## src/core/pas_pkg.sv

```systemverilog
/*
  Shared constants and types of the serial audio port: clock and frame
  rates, reset configuration, codec-control bus timing and the packed
  configuration and command carriers.
  Assumes a 50 MHz system clock driving every module of the port.
*/
package pas_pkg;

  // ==========================================================
  // Clocking
  localparam int unsigned CLK_HZ = 50_000_000;
  localparam int unsigned WORD_BITS = 16;
  localparam int unsigned FIFO_DEPTH = 4;

  // ==========================================================
  // Bit clock rates and frame rates
  localparam int unsigned BCLK_256_KHZ = 256;
  localparam int unsigned BCLK_512_KHZ = 512;
  localparam int unsigned BCLK_1024_KHZ = 1024;
  localparam int unsigned BCLK_2048_KHZ = 2048;
  localparam int unsigned BCLK_4096_KHZ = 4096;
  localparam int unsigned FS_8_KHZ = 8;
  localparam int unsigned FS_16_KHZ = 16;

  // Half bit-clock periods in system cycles, rounded down
  localparam logic [7:0] HALF_256 = 8'(CLK_HZ / (2 * BCLK_256_KHZ * 1000));
  localparam logic [7:0] HALF_512 = 8'(CLK_HZ / (2 * BCLK_512_KHZ * 1000));
  localparam logic [7:0] HALF_1024 = 8'(CLK_HZ / (2 * BCLK_1024_KHZ * 1000));
  localparam logic [7:0] HALF_2048 = 8'(CLK_HZ / (2 * BCLK_2048_KHZ * 1000));
  localparam logic [7:0] HALF_4096 = 8'(CLK_HZ / (2 * BCLK_4096_KHZ * 1000));

  // Index of the last bit slot in a frame
  localparam logic [7:0] FRAME_256 = 8'(BCLK_256_KHZ / FS_8_KHZ - 1);
  localparam logic [7:0] FRAME_512 = 8'(BCLK_512_KHZ / FS_8_KHZ - 1);
  localparam logic [7:0] FRAME_1024 = 8'(BCLK_1024_KHZ / FS_8_KHZ - 1);
  localparam logic [7:0] FRAME_2048 = 8'(BCLK_2048_KHZ / FS_8_KHZ - 1);
  localparam logic [7:0] FRAME_4096 = 8'(BCLK_4096_KHZ / FS_16_KHZ - 1);

  // Rate select codes
  localparam logic [2:0] RATE_256 = 3'h0;
  localparam logic [2:0] RATE_512 = 3'h1;
  localparam logic [2:0] RATE_1024 = 3'h2;
  localparam logic [2:0] RATE_2048 = 3'h3;
  localparam logic [2:0] RATE_4096 = 3'h4;

  // ==========================================================
  // Reset values
  localparam logic RST_AUX = 1'b0;
  localparam logic RST_SLAVE = 1'b0;
  localparam logic [2:0] RST_RATE = RATE_2048;
  localparam logic [7:0] BITCNT_IDLE = 8'hff;
  localparam logic [7:0] MSB_SLOT = 8'(WORD_BITS - 1);

  // ==========================================================
  // Codec control bus
  localparam int unsigned I2C_KHZ = 100;
  localparam logic [7:0] I2C_QTR = 8'(CLK_HZ / (4 * I2C_KHZ * 1000));
  localparam logic [3:0] I2C_ACK_BIT = 4'h8;
  localparam logic [1:0] I2C_LAST_BYTE = 2'h2;

  // ==========================================================
  // Types
  typedef struct packed {
    logic aux;
    logic slave;
    logic [2:0] rate;
  } pas_cfg_t;

  typedef struct packed {
    logic [6:0] addr;
    logic [7:0] regAddr;
    logic [7:0] value;
  } pas_i2c_cmd_t;

  typedef enum logic [1:0] {
    I2C_IDLE = 2'b00,
    I2C_START = 2'b01,
    I2C_XFER = 2'b11,
    I2C_STOP = 2'b10
  } pas_i2c_state_t;

endpackage

```

## src/core/pas_sync.sv

```systemverilog
/*
  Two-flop synchroniser for a group of independent level inputs.
  Assumes every bit is a slow level or a clock far below clk.
*/
module pas_sync #(
  parameter int unsigned W = 1
) (
  // Clock and reset
  input wire logic clk,
  input wire logic rstn,
  input wire logic ce,
  // Levels
  input wire logic [W-1:0] d,
  output logic [W-1:0] q
);
  logic [W-1:0] meta_reg;
  logic [W-1:0] q_reg;

  always_ff @(posedge clk or negedge rstn) begin
    if (!rstn) begin
      meta_reg <= '0;
      q_reg <= '0;
    end else if (ce) begin
      meta_reg <= d;
      q_reg <= meta_reg;
    end
  end

  assign q = q_reg;
endmodule // pas_sync

```

## src/core/pas_fifo.sv

```systemverilog
/*
  Small synchronous FIFO with valid/ready on both sides.
  Assumes DEPTH is a power of two; full and empty flags are registered.
*/
module pas_fifo #(
  parameter int unsigned WIDTH = 16,
  parameter int unsigned DEPTH = 4
) (
  // Clock and reset
  input wire logic clk,
  input wire logic rstn,
  input wire logic ce,
  // Fill side
  input wire logic inValid,
  output logic inReady,
  input wire logic [WIDTH-1:0] inData,
  // Drain side
  output logic outValid,
  input wire logic outReady,
  output logic [WIDTH-1:0] outData
);
  localparam int unsigned AW = $clog2(DEPTH);
  logic [WIDTH-1:0] mem [DEPTH];
  logic [AW-1:0] wrPtr_reg, wrPtr_next, rdPtr_reg, rdPtr_next;
  logic [AW:0] count_reg, count_next;
  logic full_reg, full_next, empty_reg, empty_next;
  logic ready_reg, ready_next;
  logic push, pop;

  always_comb begin
    push = inValid && !full_reg && ce;
    pop = outReady && !empty_reg && ce;
    wrPtr_next = push ? wrPtr_reg + 1'b1 : wrPtr_reg;
    rdPtr_next = pop ? rdPtr_reg + 1'b1 : rdPtr_reg;
    count_next = count_reg + (AW + 1)'(push) - (AW + 1)'(pop);
    full_next = count_next == (AW + 1)'(DEPTH);
    empty_next = count_next == '0;
    ready_next = !full_next;
  end

  always_ff @(posedge clk or negedge rstn) begin
    if (!rstn) begin
      wrPtr_reg <= '0;
      rdPtr_reg <= '0;
      count_reg <= '0;
      full_reg <= 1'b0;
      empty_reg <= 1'b1;
      ready_reg <= 1'b1;
    end else if (ce) begin
      wrPtr_reg <= wrPtr_next;
      rdPtr_reg <= rdPtr_next;
      count_reg <= count_next;
      full_reg <= full_next;
      empty_reg <= empty_next;
      ready_reg <= ready_next;
    end
  end

  // Storage is not reset; empty guards every read
  always_ff @(posedge clk) begin
    if (push) begin
      mem[wrPtr_reg] <= inData;
    end
  end

  // Ready comes straight from a flop so the port output needs no gate
  assign inReady = ready_reg;
  assign outValid = !empty_reg;
  assign outData = mem[rdPtr_reg];
endmodule // pas_fifo

```

## src/core/pas_port.sv

```systemverilog
/*
  Serial audio port towards an external codec: bit clock, frame sync,
  data in and out, plus the two-wire control master for the codec.
  Assumes pins are resolved outside from the output enables and that the
  system clock runs well above four times the fastest bit clock.
*/
// Functional notes
// - Primary mode runs as master or slave
// - Auxiliary mode is master only
// - Primary: sample on fall, drive on rise
// - Primary: sync falling edge marks MSB
// - Primary 8 kHz: 256 to 2048 kHz clocks
// - Primary also 4096 kHz clock, 16 kHz sync
// - Auxiliary: sample on fall, drive on rise
// - Auxiliary: sync rising edge marks MSB
// - Auxiliary master: 8 kHz, half-duty sync
// - Samples are 16-bit linear words
// - Reset: primary master, 2048 kHz, 8 kHz
// - Mode, role, rate set by config command
// - Clock, sync driven only as master
// - Device always masters the control bus
module pas_port (
  // Clock and reset
  input wire logic clk,
  input wire logic rstn,
  input wire logic ce,
  // Configuration command
  input wire logic cfgValid,
  input wire pas_pkg::pas_cfg_t cfgCmd,
  output pas_pkg::pas_cfg_t cfgState,
  // Transmit samples
  input wire logic txValid,
  output logic txReady,
  input wire logic [pas_pkg::WORD_BITS-1:0] txData,
  // Received samples
  output logic rxValid,
  output logic [pas_pkg::WORD_BITS-1:0] rxData,
  // Serial audio pins
  input wire logic pclkIn,
  output logic pclkOut,
  output logic pclkOe,
  input wire logic syncIn,
  output logic syncOut,
  output logic syncOe,
  input wire logic dataIn,
  output logic dataOut,
  // Codec control command
  input wire logic i2cValid,
  input wire pas_pkg::pas_i2c_cmd_t i2cCmd,
  output logic i2cBusy,
  output logic i2cNack,
  // Codec control pins, open drain
  input wire logic sclIn,
  output logic sclOut,
  output logic sclOe,
  input wire logic sdaIn,
  output logic sdaOut,
  output logic sdaOe
);
  localparam int unsigned WB = pas_pkg::WORD_BITS;

  // ==========================================================
  // Pin synchronisers and transmit buffer
  logic [4:0] syn;
  logic pclkS, syncS, dataS, sdaS, sclS;
  logic fifoValid, pop;
  logic [WB-1:0] fifoData;

  pas_sync #(.W(5)) u_sync (
    .clk(clk),
    .rstn(rstn),
    .ce(ce),
    .d({sclIn, sdaIn, dataIn, syncIn, pclkIn}),
    .q(syn)
  );
  assign {sclS, sdaS, dataS, syncS, pclkS} = syn;

  // Empty buffer at a frame start sends silence rather than stalling
  pas_fifo #(.WIDTH(WB), .DEPTH(pas_pkg::FIFO_DEPTH)) u_fifo (
    .clk(clk),
    .rstn(rstn),
    .ce(ce),
    .inValid(txValid),
    .inReady(txReady),
    .inData(txData),
    .outValid(fifoValid),
    .outReady(pop),
    .outData(fifoData)
  );

  // ==========================================================
  // Audio framing
  pas_pkg::pas_cfg_t cfg_reg, cfg_next, cfgEff;
  logic [7:0] div_reg, div_next, bitCnt_reg, bitCnt_next;
  logic [7:0] halfCyc, frameLast;
  logic [WB-1:0] txShift_reg, txShift_next, rxShift_reg, rxShift_next;
  logic [WB-1:0] rxData_reg, rxData_next;
  logic pclk_reg, pclk_next, pclkPrev_reg, pclkPrev_next;
  logic sync_reg, sync_next, syncAtFall_reg, syncAtFall_next;
  logic dOut_reg, dOut_next, rxValid_reg, rxValid_next;
  logic pclkOe_reg, pclkOe_next, syncOe_reg, syncOe_next;
  logic master, tick, riseEv, fallEv, frameStart;

  always_comb begin
    cfgEff = cfgCmd;
    if (cfgEff.aux) begin
      cfgEff.slave = 1'b0;
      if (cfgEff.rate == pas_pkg::RATE_4096) begin
        cfgEff.rate = pas_pkg::RATE_2048;
      end
    end
    case (cfg_reg.rate)
      pas_pkg::RATE_256: begin
        halfCyc = pas_pkg::HALF_256;
        frameLast = pas_pkg::FRAME_256;
      end
      pas_pkg::RATE_512: begin
        halfCyc = pas_pkg::HALF_512;
        frameLast = pas_pkg::FRAME_512;
      end
      pas_pkg::RATE_1024: begin
        halfCyc = pas_pkg::HALF_1024;
        frameLast = pas_pkg::FRAME_1024;
      end
      pas_pkg::RATE_4096: begin
        halfCyc = pas_pkg::HALF_4096;
        frameLast = pas_pkg::FRAME_4096;
      end
      default: begin
        halfCyc = pas_pkg::HALF_2048;
        frameLast = pas_pkg::FRAME_2048;
      end
    endcase

    master = !cfg_reg.slave;
    tick = div_reg == 8'h00;
    riseEv = master ? (tick && !pclk_reg) : (pclkS && !pclkPrev_reg);
    fallEv = master ? (tick && pclk_reg) : (!pclkS && pclkPrev_reg);
    // Slave frame timing comes only from the sync seen at the last fall
    frameStart = master ? (bitCnt_reg >= frameLast) : syncAtFall_reg;

    cfg_next = cfg_reg;
    div_next = tick ? halfCyc - 8'h01 : div_reg - 8'h01;
    pclk_next = (master && tick) ? !pclk_reg : pclk_reg;
    pclkPrev_next = pclkS;
    bitCnt_next = bitCnt_reg;
    txShift_next = txShift_reg;
    rxShift_next = rxShift_reg;
    rxData_next = rxData_reg;
    sync_next = sync_reg;
    syncAtFall_next = syncAtFall_reg;
    dOut_next = dOut_reg;
    rxValid_next = 1'b0;
    pop = 1'b0;

    if (riseEv) begin
      if (frameStart) begin
        bitCnt_next = 8'h00;
        txShift_next = fifoValid ? fifoData : '0;
        pop = fifoValid;
      end else begin
        if (bitCnt_reg != pas_pkg::BITCNT_IDLE) begin
          bitCnt_next = bitCnt_reg + 8'h01;
        end
        // Zeros shift in, so slots past the word drive low
        txShift_next = {txShift_reg[WB-2:0], 1'b0};
      end
      dOut_next = txShift_next[WB-1];
      if (master && cfg_reg.aux) begin
        sync_next = bitCnt_next <= (frameLast >> 1);
      end else if (master) begin
        sync_next = bitCnt_next == frameLast;
      end
    end

    if (fallEv) begin
      syncAtFall_next = master ? 1'b0 : syncS;
      if (bitCnt_reg < 8'(WB)) begin
        rxShift_next = {rxShift_reg[WB-2:0], dataS};
      end
      if (bitCnt_reg == pas_pkg::MSB_SLOT) begin
        rxValid_next = 1'b1;
        rxData_next = {rxShift_reg[WB-2:0], dataS};
      end
    end

    if (cfgValid) begin
      cfg_next = cfgEff;
      div_next = 8'h00;
      pclk_next = 1'b0;
      sync_next = 1'b0;
      syncAtFall_next = 1'b0;
      bitCnt_next = pas_pkg::BITCNT_IDLE;
    end
    pclkOe_next = !cfg_next.slave;
    syncOe_next = !cfg_next.slave;
  end

  always_ff @(posedge clk or negedge rstn) begin
    if (!rstn) begin
      cfg_reg <= '{pas_pkg::RST_AUX, pas_pkg::RST_SLAVE, pas_pkg::RST_RATE};
      div_reg <= 8'h00;
      bitCnt_reg <= pas_pkg::BITCNT_IDLE;
      txShift_reg <= '0;
      rxShift_reg <= '0;
      rxData_reg <= '0;
      pclk_reg <= 1'b0;
      pclkPrev_reg <= 1'b0;
      sync_reg <= 1'b0;
      syncAtFall_reg <= 1'b0;
      dOut_reg <= 1'b0;
      rxValid_reg <= 1'b0;
      pclkOe_reg <= 1'b1;
      syncOe_reg <= 1'b1;
    end else if (ce) begin
      cfg_reg <= cfg_next;
      div_reg <= div_next;
      bitCnt_reg <= bitCnt_next;
      txShift_reg <= txShift_next;
      rxShift_reg <= rxShift_next;
      rxData_reg <= rxData_next;
      pclk_reg <= pclk_next;
      pclkPrev_reg <= pclkPrev_next;
      sync_reg <= sync_next;
      syncAtFall_reg <= syncAtFall_next;
      dOut_reg <= dOut_next;
      rxValid_reg <= rxValid_next;
      pclkOe_reg <= pclkOe_next;
      syncOe_reg <= syncOe_next;
    end
  end

  // ==========================================================
  // Codec control master
  pas_pkg::pas_i2c_state_t st_reg, st_next;
  pas_pkg::pas_i2c_cmd_t cmd_reg, cmd_next;
  logic [7:0] qDiv_reg, qDiv_next, byte_reg, byte_next;
  logic [3:0] bitIdx_reg, bitIdx_next;
  logic [1:0] phase_reg, phase_next, byteIdx_reg, byteIdx_next;
  logic sclOe_reg, sclOe_next, sdaOe_reg, sdaOe_next;
  logic busy_reg, busy_next, nack_reg, nack_next, odLow_reg, qTick;

  always_comb begin
    st_next = st_reg;
    cmd_next = cmd_reg;
    qTick = qDiv_reg == 8'h00;
    qDiv_next = qTick ? pas_pkg::I2C_QTR - 8'h01 : qDiv_reg - 8'h01;
    byte_next = byte_reg;
    bitIdx_next = bitIdx_reg;
    phase_next = phase_reg;
    byteIdx_next = byteIdx_reg;
    sclOe_next = sclOe_reg;
    sdaOe_next = sdaOe_reg;
    busy_next = busy_reg;
    nack_next = nack_reg;
    case (st_reg)
      pas_pkg::I2C_IDLE: begin
        sclOe_next = 1'b0;
        sdaOe_next = 1'b0;
        qDiv_next = pas_pkg::I2C_QTR - 8'h01;
        if (i2cValid) begin
          cmd_next = i2cCmd;
          byte_next = {i2cCmd.addr, 1'b0};
          st_next = pas_pkg::I2C_START;
          phase_next = 2'h0;
          bitIdx_next = 4'h0;
          byteIdx_next = 2'h0;
          busy_next = 1'b1;
          nack_next = 1'b0;
        end
      end
      pas_pkg::I2C_START: begin
        if (qTick && phase_reg == 2'h0) begin
          sdaOe_next = 1'b1;
          phase_next = 2'h1;
        end else if (qTick) begin
          sclOe_next = 1'b1;
          phase_next = 2'h0;
          st_next = pas_pkg::I2C_XFER;
        end
      end
      pas_pkg::I2C_XFER: begin
        if (qTick) begin
          case (phase_reg)
            2'h0: begin
              // Release data during the acknowledge slot
              sdaOe_next = (bitIdx_reg != pas_pkg::I2C_ACK_BIT) && !byte_reg[7];
              phase_next = 2'h1;
            end
            2'h1: begin
              sclOe_next = 1'b0;
              phase_next = 2'h2;
            end
            2'h2: begin
              // Wait while the codec stretches the clock low
              if (sclS) begin
                if (bitIdx_reg == pas_pkg::I2C_ACK_BIT && sdaS) begin
                  nack_next = 1'b1;
                end
                phase_next = 2'h3;
              end
            end
            default: begin
              sclOe_next = 1'b1;
              phase_next = 2'h0;
              if (bitIdx_reg == pas_pkg::I2C_ACK_BIT) begin
                bitIdx_next = 4'h0;
                if (nack_reg || byteIdx_reg == pas_pkg::I2C_LAST_BYTE) begin
                  st_next = pas_pkg::I2C_STOP;
                end else begin
                  byteIdx_next = byteIdx_reg + 2'h1;
                  byte_next = (byteIdx_reg == 2'h0) ? cmd_reg.regAddr : cmd_reg.value;
                end
              end else begin
                bitIdx_next = bitIdx_reg + 4'h1;
                byte_next = {byte_reg[6:0], 1'b0};
              end
            end
          endcase
        end
      end
      pas_pkg::I2C_STOP: begin
        if (qTick) begin
          case (phase_reg)
            2'h0: begin
              sdaOe_next = 1'b1;
              phase_next = 2'h1;
            end
            2'h1: begin
              sclOe_next = 1'b0;
              phase_next = 2'h2;
            end
            default: begin
              sdaOe_next = 1'b0;
              busy_next = 1'b0;
              st_next = pas_pkg::I2C_IDLE;
            end
          endcase
        end
      end
      default: begin
        st_next = pas_pkg::I2C_IDLE;
      end
    endcase
  end

  always_ff @(posedge clk or negedge rstn) begin
    if (!rstn) begin
      st_reg <= pas_pkg::I2C_IDLE;
      cmd_reg <= '0;
      qDiv_reg <= 8'h00;
      byte_reg <= 8'h00;
      bitIdx_reg <= 4'h0;
      phase_reg <= 2'h0;
      byteIdx_reg <= 2'h0;
      sclOe_reg <= 1'b0;
      sdaOe_reg <= 1'b0;
      busy_reg <= 1'b0;
      nack_reg <= 1'b0;
      odLow_reg <= 1'b0;
    end else if (ce) begin
      st_reg <= st_next;
      cmd_reg <= cmd_next;
      qDiv_reg <= qDiv_next;
      byte_reg <= byte_next;
      bitIdx_reg <= bitIdx_next;
      phase_reg <= phase_next;
      byteIdx_reg <= byteIdx_next;
      sclOe_reg <= sclOe_next;
      sdaOe_reg <= sdaOe_next;
      busy_reg <= busy_next;
      nack_reg <= nack_next;
      odLow_reg <= 1'b0;
    end
  end

  // ==========================================================
  // Outputs
  assign cfgState = cfg_reg;
  assign rxValid = rxValid_reg;
  assign rxData = rxData_reg;
  assign pclkOut = pclk_reg;
  assign pclkOe = pclkOe_reg;
  assign syncOut = sync_reg;
  assign syncOe = syncOe_reg;
  assign dataOut = dOut_reg;
  assign i2cBusy = busy_reg;
  assign i2cNack = nack_reg;
  assign sclOut = odLow_reg;
  assign sclOe = sclOe_reg;
  assign sdaOut = odLow_reg;
  assign sdaOe = sdaOe_reg;
endmodule // pas_port

```

## config.mk

```make
export PLATFORM = sky130hd
export DESIGN_NAME = pas_port
export DESIGN_NICKNAME = d
export VERILOG_FILES = /design/src/core/pas_pkg.sv /design/src/core/pas_sync.sv /design/src/core/pas_fifo.sv /design/src/core/pas_port.sv
export SDC_FILE = /design/constraint.sdc
export NUM_CORES = 1
export LEC_CHECK = 0
export BUFFER_PORTS_ARGS = -buffer_cell sky130_fd_sc_hd__buf_4
export CORE_ASPECT_RATIO = 1.5
export CORE_MARGIN = 2
export CORE_UTILIZATION = 55
export CTS_CLUSTER_DIAMETER = 30
export DETAILED_ROUTE_END_ITERATION = 6
export PLACE_DENSITY_LB_ADDON = 0.15
export SYNTH_ARGS = -nofsm -noshare
export SYNTH_HDL_FRONTEND = slang
export SYNTH_SLANG_ARGS = --single-unit
```

## constraint.sdc

```tcl
create_clock -name clk -period 5.4 [get_ports clk]
set_clock_uncertainty 0.15 [all_clocks]
set_input_delay 1.08 -clock clk [delete_from_list [all_inputs] [get_ports clk]]
set_output_delay 1.08 -clock clk [all_outputs]
set_load 0.05 [all_outputs]
```

==> results.py <==
metrics = {
    "worst_hold_path": {
        "min_path_type": "reg -> reg",
    },
    "layout": {
        "fin_nets": 981,
        "final_common_cell": "dfrtp_1",
        "layout_common_cells": "127 x dfrtp_1, 114 x nand2_1, 91 x buf_4",
        "antenna_cells": 0,
        "area_growth_pct": 21.02,
        "layout-drive-gt1-share": 0.2677,
        "largest_reg_flops": 64,
    },
    "route": {
        "drtIter0Drc": 474,
        "vias": 6616,
        "routed_via_density": 5.804,
        "postRouteAntennaNets": 0,
        "drtPass1Iterations": 5,
        "drt-total-wl_um": 20300,
        "drc_errors": 0,
        "routedWlPerCell_um": 17.81,
    },
    "setup_path": {
        "cp_data_required_time_ps": 5690,
        "crit_type": "reg -> reg",
        "crit_top_cell": "ha_1",
        "crit_slowest_cell": "dfrtp_1",
        "startpoint_type": "flip-flop",
        "max_stage_delay_ps": 460,
        "worstPathArrival_ps": 4560,
        "end_kind": "flip-flop",
        "crit_chain": "or2_2, nor2_1, ha_1, nand3_1, or2_2, a21o_1, buf_4, nor3_1, ha_1, inv_1, ha_1, inv_1, fa_1, xor2_1, xor2_1, nand4b_1, o21a_1",
        "critPathMaxFanout": 21,
    },
    "power_and_ir_drop": {
        "combPwrFrac": 0.258,
        "p_total_uw": 5966,
        "internal_power_uw": 4004,
        "irDropWorstVdd_mv": 0.4382,
        "p_switching_uw": 1961,
        "power_leakage_uw": 0.005080,
        "seq_power_share": 0.368,
        "sw_frac_of_total": 0.3288,
        "pwr_density_cell_mw_per_mm2": 520.3,
        "p_clk_frac": 0.374,
    },
    "timing": {
        "finalSetupViolCount": 0,
        "setup_ws_ps": 1129,
        "rsz0062_at_grt": "no",
        "post-route-min-period_ps": 4271,
        "drv_slew": 0,
        "holdWs_ps": 320.7,
        "fmax_mhz": 234.1,
        "finalCritPeriodShare": 0.7910,
        "hold_viol_final": 0,
        "tightestPinTransition_ps": 1101,
        "tns_ps": 0,
        "relSlewSlack": 0.2662,
    },
    "clock_network": {
        "worstSkewPairLatency_ps": 510,
        "holdBufCountCts": 0,
        "tritoncts": "built",
        "htreeDepth": 2,
        "clock-sinks": 204,
        "cts_buffers": 37,
        "path_clk_slew_ps": 60,
        "cts.repair.resized": 0,
        "clock_path_buffers": 3,
        "cts_setup_buffers": 0,
        "clockRootBuffer": "clkbuf_16",
    },
    "flow_run": {
        "maxCapViolCount": 0,
    },
    "global_route": {
        "grt_pass1_vias": 6916,
        "grt_max_degree": 104,
        "grt_pass1_wl_um": 33600,
        "grt.total_usage": 0.2270,
        "grt_overflow_total": 0,
        "grt_antenna_before_repair": 0,
    },
    "synthesis": {
        "ys_ff_latch": 204,
        "synth_edf_count": 64,
        "syn-instance-count": 817,
        "ys_warn_count": 0,
        "async_reset_ff_frac": 0.6863,
        "synth_area_mm2": 0.009474,
        "syn_avg_cell_area_um2": 11.60,
        "seq_area_frac_synth": 0.5744,
        "synth_flop_cell": "dfrtp_1",
        "synth_cell_types": 66,
    },
    "status": {
        "status": "complete, no violations",
    },
    "floorplan": {
        "fp.dieW_um": 111.2,
        "rows": 58,
        "fp.dieH_um": 164.7,
        "ios": 89,
        "start_util": 0.5627,
        "core_area_mm2": 0.01684,
        "die_area_mm2": 0.01831,
    },
    "placed_design": {
        "place.gp.congestion": 0.8369,
        "port_buffers": 86,
        "place_ws_ps": 1199,
        "dpl.hpwl_um": 13760,
    },
}
[worst paths after layout]
| check | startpoint | slack (ps) | depth (start not counted) | end |
|---|---|---|---|---|
| setup reg to reg | cfgState[2] | 1130 | 17 | u_fifo.inReady |
| hold reg to reg | cmd_reg[0] | 320 | 2 | cmd_reg[0] |
| setup / recovery | cfgState[2] | 1130 | 17 | u_fifo.inReady |
| hold / removal | cmd_reg[0] | 320 | 2 | cmd_reg[0] |
| max in group asynchronous | rstn | 3550 | 2 | bitCnt_reg[7] |
| min in group asynchronous | rstn | 520 | 1 | bitIdx_reg[3] |
[critical path: cells and delay by family (launching register included)]
family                     cells  cell delay, ps
and+or+nand+nor                6            1480
buffers and inverters          3             310
adders and majority gates      4             990
DFF                            1             460
xor gates and xnor gates       2             450
AOI/OAI and AO/OA              2             320
[final cells by class]
class,count,area (µm²)
Clock buffer,43,988.4
Tap cell,210,262.8
Clock inverter,24,240.2
Timing Repair Buffer,92,694.4
Sequential cell,204,5441
Multi-Input combinational cell,542,3745
Inverter,25,93.84
Fill cell,1224,5370
[power groups by stage]
stage               sequential, µW  clock [µW]  combinational [µW]
global placement              2190           0                1470
floorplan                     2140           0                1170
CTS                           2190        2270                1550
finish                        2190        2230                1540
global route                  2230        2340                1720
detailed placement            2210           0                1530
[synthesized netlist by cell type (11+ instances only)]
cell type	number	share of area
dfrtp_1	127	0.34
nand2_1	114	0.045
edfxtp_1	64	0.20
o21ai_0	60	0.032
a21oi_1	47	0.025
mux2_2	47	0.056
nor2_1	39	0.015
clkbuf_1	37	0.015
inv_1	25	0.0099
and3_1	23	0.015
ha_1	23	0.030
mux4_2	16	0.038
nand3_1	15	0.0079
dfstp_2	13	0.036
mux2i_1	12	0.013
a211oi_1	11	0.0087
[logic make-up after synthesis]
logic type               count (synthesis)  synth area share
other                                    1         0.0003958
AND/OR/NAND/NOR                        256            0.1307
flip-flops                             204            0.5744
multiplexers                            75            0.1066
XOR/XNOR                                16           0.01479
adder cells (fa/ha/maj)                 24           0.03249
AO/OA/AOI/OAI                          169            0.1095
buffers and inverters                   72           0.03117
[per-layer routing]
metal	up-vias	global-route usage	wire length (µm)
li1	3125	-	-
met1	3230	0.2595	7886
met2	199	0.4049	10630
met3	62	0.05431	1044
met4	0	0.1038	743
met5	-	0	0
[per-stage QoR]
stage / instances / util / cell area (µm²)
global placement: 1073 / 0.6081 / 10240
CTS: 1140 / 0.6810 / 11470
finish: 1140 / 0.6810 / 11470
detailed placement: 1073 / 0.6081 / 10240
floorplan: 818 / - / 9478
global route: 1140 / 0.6810 / 11470
(Power assumes the default switching activity.)
